===== src/clk_cfg_map.svh =====
// register offsets, field positions, reset values and clock figures for the clock config block
// assumes a 32-bit classic wishbone slave with word addresses at byte offsets
`ifndef CLK_CFG_MAP_SVH
`define CLK_CFG_MAP_SVH

// ----------------------------------------
// offsets
// ----------------------------------------
`define RUN_CLOCK_CONFIG_OFS    8'h60
`define SECOND_CLOCK_CONFIG_OFS 8'h70
`define PLL_STATUS_OFS          8'h74

// ----------------------------------------
// run config fields
// ----------------------------------------
`define RCFG_DIV_HI      26
`define RCFG_DIV_LO      23
`define RCFG_DIVEN_BIT   22
`define RCFG_PDOWN_BIT   13
`define RCFG_ONE_BIT     12
`define RCFG_BYPASS_BIT  11
`define RCFG_CRYSTAL_HI  9
`define RCFG_CRYSTAL_LO  6
`define RCFG_WR_MASK     32'h07C02BC0
`define RCFG_FIXED_ONES  32'h00001000
`define RCFG_RESET       32'h07803AC0

// ----------------------------------------
// second config fields
// ----------------------------------------
`define SCFG_USE_BIT     31
`define SCFG_DIV_HI      28
`define SCFG_DIV_LO      23
`define SCFG_WR_MASK     32'h9F800000
`define SCFG_RESET       32'h07C00000

// ----------------------------------------
// timing
// ----------------------------------------
`define PLL_TARGET_MHZ   400
`define REF_CLK_MHZ      40
`define PLL_LOCK_US      1
`define PLL_LOCK_CYCLES  (`PLL_LOCK_US * `REF_CLK_MHZ)
`define CRYSTAL_MIN_PLL  4'h4

`endif


===== src/clk_cfg_pkg.sv =====
// types for the run-mode clock config block
// assumes the map header is included where constants are needed
`default_nettype none
package clk_cfg_pkg;
  typedef struct packed {
    logic       bypass;
    logic       pll_power_down;
    logic [5:0] divisor;
    logic       divide;
    logic [3:0] crystal_select;
  } clk_ctrl_t;

  typedef enum logic [1:0] {
    PLL_OFF  = 2'b00,
    PLL_WAIT = 2'b01,
    PLL_LOCK = 2'b10
  } pll_state_t;
endpackage : clk_cfg_pkg
`default_nettype wire


===== src/pll_lock_timer.sv =====
// pll lock timer: counts settling cycles after power-up
// assumes power_down is a same-clock register output
`include "clk_cfg_map.svh"
`default_nettype none
module pll_lock_timer
  import clk_cfg_pkg::*;
(
  input  wire logic clk_in,
  input  wire logic rst_b_in,
  input  wire logic power_down_in,
  output var  logic locked_out
);
  pll_state_t  state_ff, nxt_state;
  logic [15:0] cnt_ff,   nxt_cnt;
  wire         done = (cnt_ff == 16'(`PLL_LOCK_CYCLES - 1));

  always_comb begin
    nxt_state = state_ff;
    nxt_cnt   = 16'h0000;
    case (state_ff)
      PLL_OFF:  if (!power_down_in) nxt_state = PLL_WAIT;
      PLL_WAIT: begin
        nxt_cnt = cnt_ff + 16'h0001;
        if (power_down_in) nxt_state = PLL_OFF;
        else if (done)     nxt_state = PLL_LOCK;
      end
      PLL_LOCK: if (power_down_in) nxt_state = PLL_OFF;
      default:  nxt_state = PLL_OFF;
    endcase
  end

  always_ff @(posedge clk_in) begin
    if (!rst_b_in) begin
      state_ff <= PLL_OFF;
      cnt_ff   <= 16'h0000;
    end else begin
      state_ff <= nxt_state;
      cnt_ff   <= nxt_cnt;
    end
  end

  assign locked_out = (state_ff == PLL_LOCK);
endmodule : pll_lock_timer
`default_nettype wire


===== src/run_clock_config.sv =====
// run-mode clock config registers on a classic wishbone slave
// assumes one clock, synchronous active-low reset, 32-bit aligned word accesses
//
// Operation
// [RL1] second config overrides divisor when enabled
// [RL2] bits 21:14 read zero, fixed
// [RL3] bit 13 powers down pll, resets one
// [RL4] bit 11 bypass selects oscillator, resets one
// [RL5] bypass clear: pll output divided
// [RL6] software keeps adc clock 14-18 MHz
// [RL7] bits 9:6 crystal select, reset 0xB
// [RL8] software avoids low crystal codes with pll
// [RL9] pll aims at 400 MHz output
// [RL10] bit 12 reads one, bit 10 zero
// [RL11] pll source forces system divider
// [RL12] reserved bits ignore writes, read fixed
//
// The Wishbone register port and the address map were left to the implementer.
`include "clk_cfg_map.svh"
`default_nettype none
module run_clock_config
  import clk_cfg_pkg::*;
(
  input  wire logic        REF_CLK_IN,
  input  wire logic        RST_B_IN,
  input  wire logic        WB_CYC_IN,
  input  wire logic        WB_STB_IN,
  input  wire logic        WB_WE_IN,
  input  wire logic [7:0]  WB_ADR_IN,
  input  wire logic [3:0]  WB_SEL_IN,
  input  wire logic [31:0] WB_DAT_IN,
  output logic      [31:0] WB_DAT_OUT,
  output logic             WB_ACK_OUT,
  output logic             WB_ERR_OUT,
  output logic             PLL_POWER_DOWN_OUT,
  output logic      [3:0]  CRYSTAL_SELECT_OUT,
  output logic             SYSCLK_USE_PLL_OUT,
  output logic             SYSCLK_DIVIDE_OUT,
  output logic      [5:0]  SYSCLK_DIVISOR_OUT,
  output logic             PLL_LOCKED_OUT
);
  // ----------------------------------------
  // helpers
  // ----------------------------------------
  function automatic logic [31:0] merge(input logic [31:0] old, input logic [31:0] wd,
                                        input logic [3:0] sel, input logic [31:0] wmask);
    logic [31:0] lanes;
    lanes = {{8{sel[3]}}, {8{sel[2]}}, {8{sel[1]}}, {8{sel[0]}}} & wmask;
    merge = (old & ~lanes) | (wd & lanes);
  endfunction : merge

  // ----------------------------------------
  // bus decode
  // ----------------------------------------
  logic [31:0] run_cfg_ff,  nxt_run_cfg;
  logic [31:0] sec_cfg_ff,  nxt_sec_cfg;
  logic        ack_ff;
  logic        err_ff;
  logic [31:0] rdata_ff;
  logic        locked;
  logic        locked_ff;
  logic [5:0]  eff_div;
  logic        use_pll;
  logic        divide;

  wire req       = WB_CYC_IN & WB_STB_IN & ~ack_ff & ~err_ff;
  wire hit_run   = (WB_ADR_IN == `RUN_CLOCK_CONFIG_OFS);
  wire hit_sec   = (WB_ADR_IN == `SECOND_CLOCK_CONFIG_OFS);
  wire hit_stat  = (WB_ADR_IN == `PLL_STATUS_OFS);
  wire hit_any   = hit_run | hit_sec | hit_stat;
  wire wr_run    = req & WB_WE_IN & hit_run;
  wire wr_sec    = req & WB_WE_IN & hit_sec;

  // [RL12] masked writes only
  assign nxt_run_cfg = wr_run ? merge(run_cfg_ff, WB_DAT_IN, WB_SEL_IN, `RCFG_WR_MASK)
                              : run_cfg_ff;
  assign nxt_sec_cfg = wr_sec ? merge(sec_cfg_ff, WB_DAT_IN, WB_SEL_IN, `SCFG_WR_MASK)
                              : sec_cfg_ff;

  // [RL2] fixed reserved readback
  // [RL10] bit 12 forced one
  wire [31:0] run_view = (run_cfg_ff & `RCFG_WR_MASK) | `RCFG_FIXED_ONES;
  wire [31:0] rd_mux   = hit_run  ? run_view :
                         hit_sec  ? (sec_cfg_ff & `SCFG_WR_MASK) :
                         hit_stat ? {31'h00000000, locked_ff} : 32'h00000000;

  // ----------------------------------------
  // control fields
  // ----------------------------------------
  wire use_second = sec_cfg_ff[`SCFG_USE_BIT];
  // [RL1] alternate divisor override
  wire [5:0] div_sel = use_second ? sec_cfg_ff[`SCFG_DIV_HI:`SCFG_DIV_LO]
                                  : {2'h0, run_cfg_ff[`RCFG_DIV_HI:`RCFG_DIV_LO]};
  clk_ctrl_t ctrl;
  // [RL3] power-down drives pll
  // [RL7] crystal code to pll
  assign ctrl = '{bypass:         run_cfg_ff[`RCFG_BYPASS_BIT],
                  pll_power_down: run_cfg_ff[`RCFG_PDOWN_BIT],
                  divisor:        div_sel,
                  divide:         run_cfg_ff[`RCFG_DIVEN_BIT],
                  crystal_select: run_cfg_ff[`RCFG_CRYSTAL_HI:`RCFG_CRYSTAL_LO]};

  sysclk_select u_sel (
    .clk_in      (REF_CLK_IN),
    .rst_b_in    (RST_B_IN),
    .ctrl_in     (ctrl),
    .divisor_out (eff_div),
    .use_pll_out (use_pll),
    .divide_out  (divide)
  );

  // [RL9] lock models 400 MHz pll settle
  pll_lock_timer u_lock (
    .clk_in        (REF_CLK_IN),
    .rst_b_in      (RST_B_IN),
    .power_down_in (ctrl.pll_power_down),
    .locked_out    (locked)
  );

  // ----------------------------------------
  // registers
  // ----------------------------------------
  // single-cycle ack: one wait state after the request edge keeps outputs registered
  always_ff @(posedge REF_CLK_IN) begin
    if (!RST_B_IN) begin
      run_cfg_ff <= `RCFG_RESET;
      sec_cfg_ff <= `SCFG_RESET;
      ack_ff     <= 1'b0;
      err_ff     <= 1'b0;
      rdata_ff   <= 32'h00000000;
      locked_ff  <= 1'b0;
    end else begin
      run_cfg_ff <= nxt_run_cfg;
      sec_cfg_ff <= nxt_sec_cfg;
      ack_ff     <= req & hit_any;
      err_ff     <= req & ~hit_any;
      rdata_ff   <= (req & hit_any) ? rd_mux : 32'h00000000;
      locked_ff  <= locked;
    end
  end

  // ----------------------------------------
  // outputs
  // ----------------------------------------
  always_ff @(posedge REF_CLK_IN) begin
    if (!RST_B_IN) begin
      PLL_POWER_DOWN_OUT <= 1'b1;
      CRYSTAL_SELECT_OUT <= 4'hB;
    end else begin
      PLL_POWER_DOWN_OUT <= ctrl.pll_power_down;
      CRYSTAL_SELECT_OUT <= ctrl.crystal_select;
    end
  end

  assign WB_ACK_OUT         = ack_ff;
  assign WB_ERR_OUT         = err_ff;
  assign WB_DAT_OUT         = rdata_ff;
  assign SYSCLK_USE_PLL_OUT = use_pll;
  assign SYSCLK_DIVIDE_OUT  = divide;
  assign SYSCLK_DIVISOR_OUT = eff_div;
  assign PLL_LOCKED_OUT     = locked_ff;
endmodule : run_clock_config
`default_nettype wire


===== src/sysclk_select.sv =====
// picks the effective divisor and clock source from the control fields
// assumes inputs are same-clock register outputs
`include "clk_cfg_map.svh"
`default_nettype none
module sysclk_select
  import clk_cfg_pkg::*;
(
  input  wire logic      clk_in,
  input  wire logic      rst_b_in,
  input  wire clk_ctrl_t ctrl_in,
  output var  logic [5:0] divisor_out,
  output var  logic       use_pll_out,
  output var  logic       divide_out
);
  wire use_pll = ~ctrl_in.bypass;
  // [RL11] pll forces divider
  wire divide  = use_pll | ctrl_in.divide;

  always_ff @(posedge clk_in) begin
    if (!rst_b_in) begin
      divisor_out <= 6'h1F;
      use_pll_out <= 1'b0;
      divide_out  <= 1'b0;
    end else begin
      divisor_out <= ctrl_in.divisor;
      // [RL4] bypass picks oscillator
      use_pll_out <= use_pll;
      // [RL5] pll output divided
      divide_out  <= divide;
    end
  end
endmodule : sysclk_select
`default_nettype wire

===== config.mk =====
export PLATFORM = sky130hd
export DESIGN_NAME = run_clock_config
export DESIGN_NICKNAME = d
export VERILOG_FILES = /design/src/clk_cfg_pkg.sv /design/src/pll_lock_timer.sv /design/src/run_clock_config.sv /design/src/sysclk_select.sv
export VERILOG_INCLUDE_DIRS = /design/src
export SDC_FILE = /design/constraint.sdc
export NUM_CORES = 1
export LEC_CHECK = 0
export BUFFER_PORTS_ARGS = -buffer_cell sky130_fd_sc_hd__buf_2
export CELL_PAD_IN_SITES_DETAIL_PLACEMENT = 0
export CELL_PAD_IN_SITES_GLOBAL_PLACEMENT = 1
export CORE_MARGIN = 10
export CORE_UTILIZATION = 37
export DETAILED_ROUTE_END_ITERATION = 12
export GPL_ROUTABILITY_DRIVEN = 1
export PLACE_DENSITY_LB_ADDON = 0.1
export RECOVER_POWER = 25
export SLEW_MARGIN = 20
export SYNTH_ARGS = -nofsm -noshare
export SYNTH_HDL_FRONTEND = slang
export SYNTH_SLANG_ARGS = --single-unit
export TNS_END_PERCENT = 10

===== constraint.sdc =====
create_clock -name REF_CLK_IN -period 2.4 [get_ports REF_CLK_IN]
set_input_delay 0.24 -clock REF_CLK_IN [delete_from_list [all_inputs] [get_ports REF_CLK_IN]]
set_output_delay 0.24 -clock REF_CLK_IN [all_outputs]
set_load 0.01 [all_outputs]

==> flow_summary.toml, run 1 <==
[sta]
drv_slew = 0
rsz0062_at_grt = "no"
skew_ns = 0.00990
relSlewSlack_pct = 39.8
fmax_ghz = 0.501
final_hold_viol_count = 0
post-route-min-period_ns = 2.00
setup_viol = 0
fin_crit_sh_pct = 83.2
fin_tns_setup_ns = 0
postLayoutSetupSlackWorst_ns = 0.403
tightest_slew_ns = 0.904

[layout]
antennaDiodeCount = 0
design_area_um2 = 3370
final_nets = 396
final_cell_mix = "dfxtp_1, buf_2, mux2i_1"
mostFrequentLayoutCell = "dfxtp_1"
final_cells = 450
area_growth_pct = 20.5
drive_gt1_share_pct = 22.8

[cts]
ctsHoldBuffers = 0
cts_tree = "built"
clkSlewWorstSetupHoldPaths_ns = 0.08
clock-sinks = 68
htree_levels = 3
cts_resized = 0
cts_root_buf = "clkbuf_8"
cts_buffers = 9
post_cts_buffers = 0
insertion_delay_ns = 0.35
clockBufferDepth = 2

[floorplan]
dieHeight_um = 107
io_pins = 97
start_util_pct = 38.3
die_x_um = 107
num_rows = 31
coreArea_um2 = 7290
die-area_um2 = 11400

[routing]
wl_per_cell_um = 14.4
initialDrtViolationCount = 48
drc = 0
ant_nets = 0
finalWirelength_um = 6490
dr.pass1.iters = 4
vias = 2145
vias_per_cell = 4.77

[placement]
dpl_cell_area_um2 = 3140
dp_cells = 434
preCtsSetupSlack_ns = 0.415
port_buffers = 62
dp_hpwl_um = 4730
gp_congestion = 0.724

[critical_path]
crit_chain = "or4bb_1 -> nor4_4 -> buf_4 -> mux2i_1"
cpMaxStageDelayCell = "or4bb_1"
critPathBufInv = 1
r2r-start = "WB_ACK_OUT"
critPathKind = "reg -> reg"
cp.required_ns = 2.67
critPathArrivalTime_ns = 2.27
start_kind = "flop"
critPathTopFamily = "simple AND/OR/NAND/NOR gates"
max_stage_delay_ns = 0.71
startpoint = "WB_ACK_OUT"
worstPathMaxFanout = 5
end_kind = "flop"

[synthesis]
netlist.top_cell.by_area = "dfxtp_1"
syn_area_um2 = 2800
yosysSeqAreaShare_pct = 48.7
yosysWarnings = 0
synth.area.top_cells = "dfxtp_1, mux2i_1, buf_4"
syn_inst = 281
synth_cell_types = 43
avgSynthCellArea_um2 = 9.95
ys_ff_latch = 68
yosysTopAreaCellShare_pct = 48.7

[global_route]
grt_overflow = 0
grt_pass1_wl_um = 10600
grt.total_usage_pct = 11.5
grt_pass1_vias = 2121
antenna_found_initial = 0
grt_max_degree = 21

[power_and_ir_drop]
p_leak_nw = 1.32
power_density_nw_per_um2 = 710
p_total_w = 0.00239
ir_worst_vdd_v = 0.000298

[run]
drv_cap = 0

[min_path]
min_from = "WB_DAT_IN[31]"
hp-class = "in -> reg"

[status]
outcome = "complete, no violations"
per-stage QoR:
step | util [%] | hold slack, ns
finish | 46.2 | 0.131
global route | 46.2 | 0.131
CTS | 46.5 | 0.115
detailed placement | 43.1 | 0.436
global placement | 43.1 | 0.427
floorplan | - | 0.379
final cells by class:
cell class,count,area (um2)
fill,768,3920
tap,99,124
multi-input combinational,194,1290
clock inverter,6,111
sequential,68,1360
timing repair buffer,64,307
inverter,9,33.8
clock buffer,10,138
worst reg2reg max path, cell delays in order, from the launching register on:
cell     delay [ns]
dfxtp_1        0.32
or4bb_1        0.71
nor4_4         0.49
buf_4          0.22
mux2i_1        0.18
metal layers:
layer | up-vias | GRT usage [%] | wire (um)
met3 | 11 | 4.07 | 427
li1 | 1088 | - | -
met2 | 63 | 17.3 | 2820
met1 | 983 | 14.2 | 3130
met4 | 0 | 5.80 | 113
met5 | - | 0 | 0
Yosys cell counts:
cell and instances:
a2bb2o_1 2, and3_1 1, or3b_2 2, nand3_1 7, or4bb_1 3, nor4b_1 1
mux2_2 4, and2_1 8, xor2_1 1, nand4_1 6, buf_1 1, nand2b_1 14
o31ai_1 4, a211o_1 1, mux2i_1 25, clkbuf_1 7, or4b_2 1, xnor2_1 2
and4bb_2 1, nor4_1 9, o21ai_0 3, nor2b_1 2, and3b_1 2, dfxtp_1 68
inv_1 9, or4b_4 1, a31oi_1 1, a21oi_1 7, buf_6 1, nor4_2 1
ha_1 1, o21a_1 2, nand3b_1 2, nor3_1 5, nand4b_1 2, or4_1 4
conb_1 1, nand2_1 22, or3_1 3, nor4_4 3, buf_4 16, nor2_1 23
nor4bb_1 2
power breakdown:
part / switching (W) / internal (W)
clock: 0.000448 / 0.000718
combinational: 0.0000610 / 0.0000338
sequential: 0.000000628 / 0.00113
total: 0.000510 / 0.00188
worst paths after layout:
kind / end / slack [ns] / cells after the start
setup / recovery: flop / 0.40 / 4
hold / removal: flop / 0.13 / 3
setup reg to reg: flop / 0.40 / 4
hold reg to reg: CRYSTAL_SELECT_OUT[2] / 0.45 / 2
cells by family (layout without fill, tap and decap cells):
logic type / Yosys count / after routing / synth area share (%)
AND/OR/NAND/NOR: 125 / 125 / 27.6
buffers and inverters: 34 / 89 / 6.98
AO/OA/AOI/OAI: 20 / 20 / 4.66
multiplexers: 29 / 29 / 10.6
flip-flops: 68 / 68 / 48.7
adder cells (fa/ha/maj): 1 / 1 / 0.448
other: 1 / 16 / 0.134
XOR/XNOR: 3 / 3 / 0.940
No activity file was read; power rests on OpenSTA's default activity.
==> run 2, diff against run 1 <==
==> constraint.sdc (replaced) <==
create_clock -name REF_CLK_IN -period 1.9 [get_ports REF_CLK_IN]
set_input_delay 0.19 -clock REF_CLK_IN [delete_from_list [all_inputs] [get_ports REF_CLK_IN]]
set_output_delay 0.19 -clock REF_CLK_IN [all_outputs]
set_load 0.01 [all_outputs]
==> run 2 against run 1 <==
Clock power increased by 25%; core utilization increased by 0.70 points; worst setup slack got worse by 0.26 ns; register-to-register slack got worse by 0.26 ns; highest routed layer unchanged; sequential share of layout area decreased by 0.61 points; critical path depth decreased by 1; count of clock-buffer cells in the layout unchanged; first-iteration DRC count decreased by 19%; non-clock buffer count increased by 6; total power increased by 26%.
==> flow_summary.toml, run 2 (same netlist as run 1, synthesis figures left out) <==
[layout]
fill_cells = 739
multi_input_area_um2 = 1300
final_nets = 402
antennaDiodeCount = 0
final_cells = 456
mostFrequentLayoutCell = "dfxtp_1"
regArea_um2 = 1360
drive_gt1_share_pct = 24.4
final_cell_mix = "dfxtp_1, buf_2, mux2i_1"
area_growth_pct = 22.4

[floorplan]
num_rows = 31
io_pins = 97
start_util_pct = 38.3
dieHeight_um = 107
die-area_um2 = 11400
coreArea_um2 = 7290
die_x_um = 107

[critical_path]
critPathBufInv = 0
critPathTopFamily = "simple AND/OR/NAND/NOR gates"
critPathKind = "reg -> reg"
max_stage_delay_ns = 0.60
crit_chain = "or4bb_4 -> nor4_2 -> mux2_2"
critPathArrivalTime_ns = 1.98
r2r-start = "WB_ACK_OUT"
worstPathMaxFanout = 4
end_kind = "flop"
cp.required_ns = 2.13
start_kind = "flop"
cpMaxStageDelayCell = "or4bb_4"
ff2ff_setup_slack_ns = 0.15
rr_worst_depth = 3

[routing]
wl_met1_um = 3120
vias_per_cell = 4.70
wl_per_cell_um = 14.2
drc = 0
initialDrtViolationCount = 39
wl_met2_um = 2800
met3_length_um = 451
finalWirelength_um = 6460
vias = 2141
ant_nets = 0
dr.pass1.iters = 4
top_layer_used = "met4"

[power_and_ir_drop]
p_leak_nw = 1.36
power_density_nw_per_um2 = 882
ir_worst_vdd_v = 0.000296

[placement]
gp_congestion = 0.735
port_buffers = 62
dp_cells = 440
dp_hpwl_um = 4810
preCtsSetupSlack_ns = 0.0326

[sta]
rsz0062_at_grt = "no"
post-route-min-period_ns = 1.75
skew_ns = 0.00529
relSlewSlack_pct = 67.0
setup_viol = 0
tightest_slew_ns = 0.488
fin_crit_sh_pct = 92.4
fmax_ghz = 0.570
fin_tns_setup_ns = 0
final_hold_viol_count = 0
hold_ws_ns = 0.0905
drv_slew = 0
postLayoutSetupSlackWorst_ns = 0.145

[global_route]
grt.total_usage_pct = 11.3
grt_max_degree = 20
grt_overflow = 0
grt_pass1_wl_um = 10300
antenna_found_initial = 0
grt_pass1_vias = 2089

[cts]
cts_tree = "built"
htree_levels = 3
clkSlewWorstSetupHoldPaths_ns = 0.08
cts_buffers = 9
insertion_delay_ns = 0.34
post_cts_buffers = 0
clockBufferDepth = 2
cts_root_buf = "clkbuf_8"
clock-sinks = 68

[min_path]
hold_path_depth = 3
hp-class = "in -> reg"
min_from = "WB_DAT_IN[31]"

[status]
outcome = "complete, no violations"

[run]
drv_cap = 0
==> run 2: cell count changes in the layout (fill, tap and decap cells not counted), sizes merged <==
cell | before | now
buf | 51 | 57
==> run 2: worst max path at each step <==
stage | depth (start not counted) | startpoint | endpoint
floorplan | 3 | WB_ACK_OUT | flop
global placement | 3 | WB_ACK_OUT | flop
detailed placement | 3 | WB_ACK_OUT | flop
CTS | 3 | WB_ACK_OUT | flop
global route | 3 | WB_ACK_OUT | flop
finish | 3 | WB_ACK_OUT | flop
==> run 2: per-stage QoR <==
| stage | power (W) | utilization (%) | instance area (um2) |
|---|---|---|---|
| global route | 0.00315 | 46.9 | 3420 |
| CTS | 0.00306 | 47.1 | 3430 |
| detailed placement | 0.00158 | 43.7 | 3180 |
| global placement | 0.00158 | 43.7 | 3180 |
| finish | 0.00302 | 46.9 | 3420 |
| floorplan | 0.00155 | - | 2850 |
==> run 2: cell type report <==
class / count / area share (%)
clock inverters: 6 / 3.26
well taps: 99 / 3.62
flip-flops and latches: 68 / 39.8
multi-input cells: 194 / 38.0
inverters: 9 / 0.988
repair buffers: 70 / 10.4
clock buffers: 10 / 4.02
==> run 2: where the power goes <==
part	switching, W	leakage [nW]	internal, W
sequential	0.000000841	0.549	0.00143
clock	0.000557	0.122	0.000908
combinational	0.0000769	0.684	0.0000485
==> run 2: repair_timing <==
item / CTS / global route
hold buffers: 0 / 0
gates resized for setup: 0 / 1
setup endpoints to repair: 0 / 7
hold endpoints to repair: 0 / 0
==> run 2: worst register-to-register path, stage by stage, from the launching register on <==
cell	delay [ns]
dfxtp_1	0.32
or4bb_4	0.60
nor4_2	0.35
mux2_2	0.37
==> run 2: routing by layer <==
layer | track usage (%) | vias to the layer above
met3 | 3.95 | 8
li1 | - | 1097
met1 | 14.2 | 966
met4 | 5.51 | 0
met5 | 0 | -
met2 | 16.9 | 70
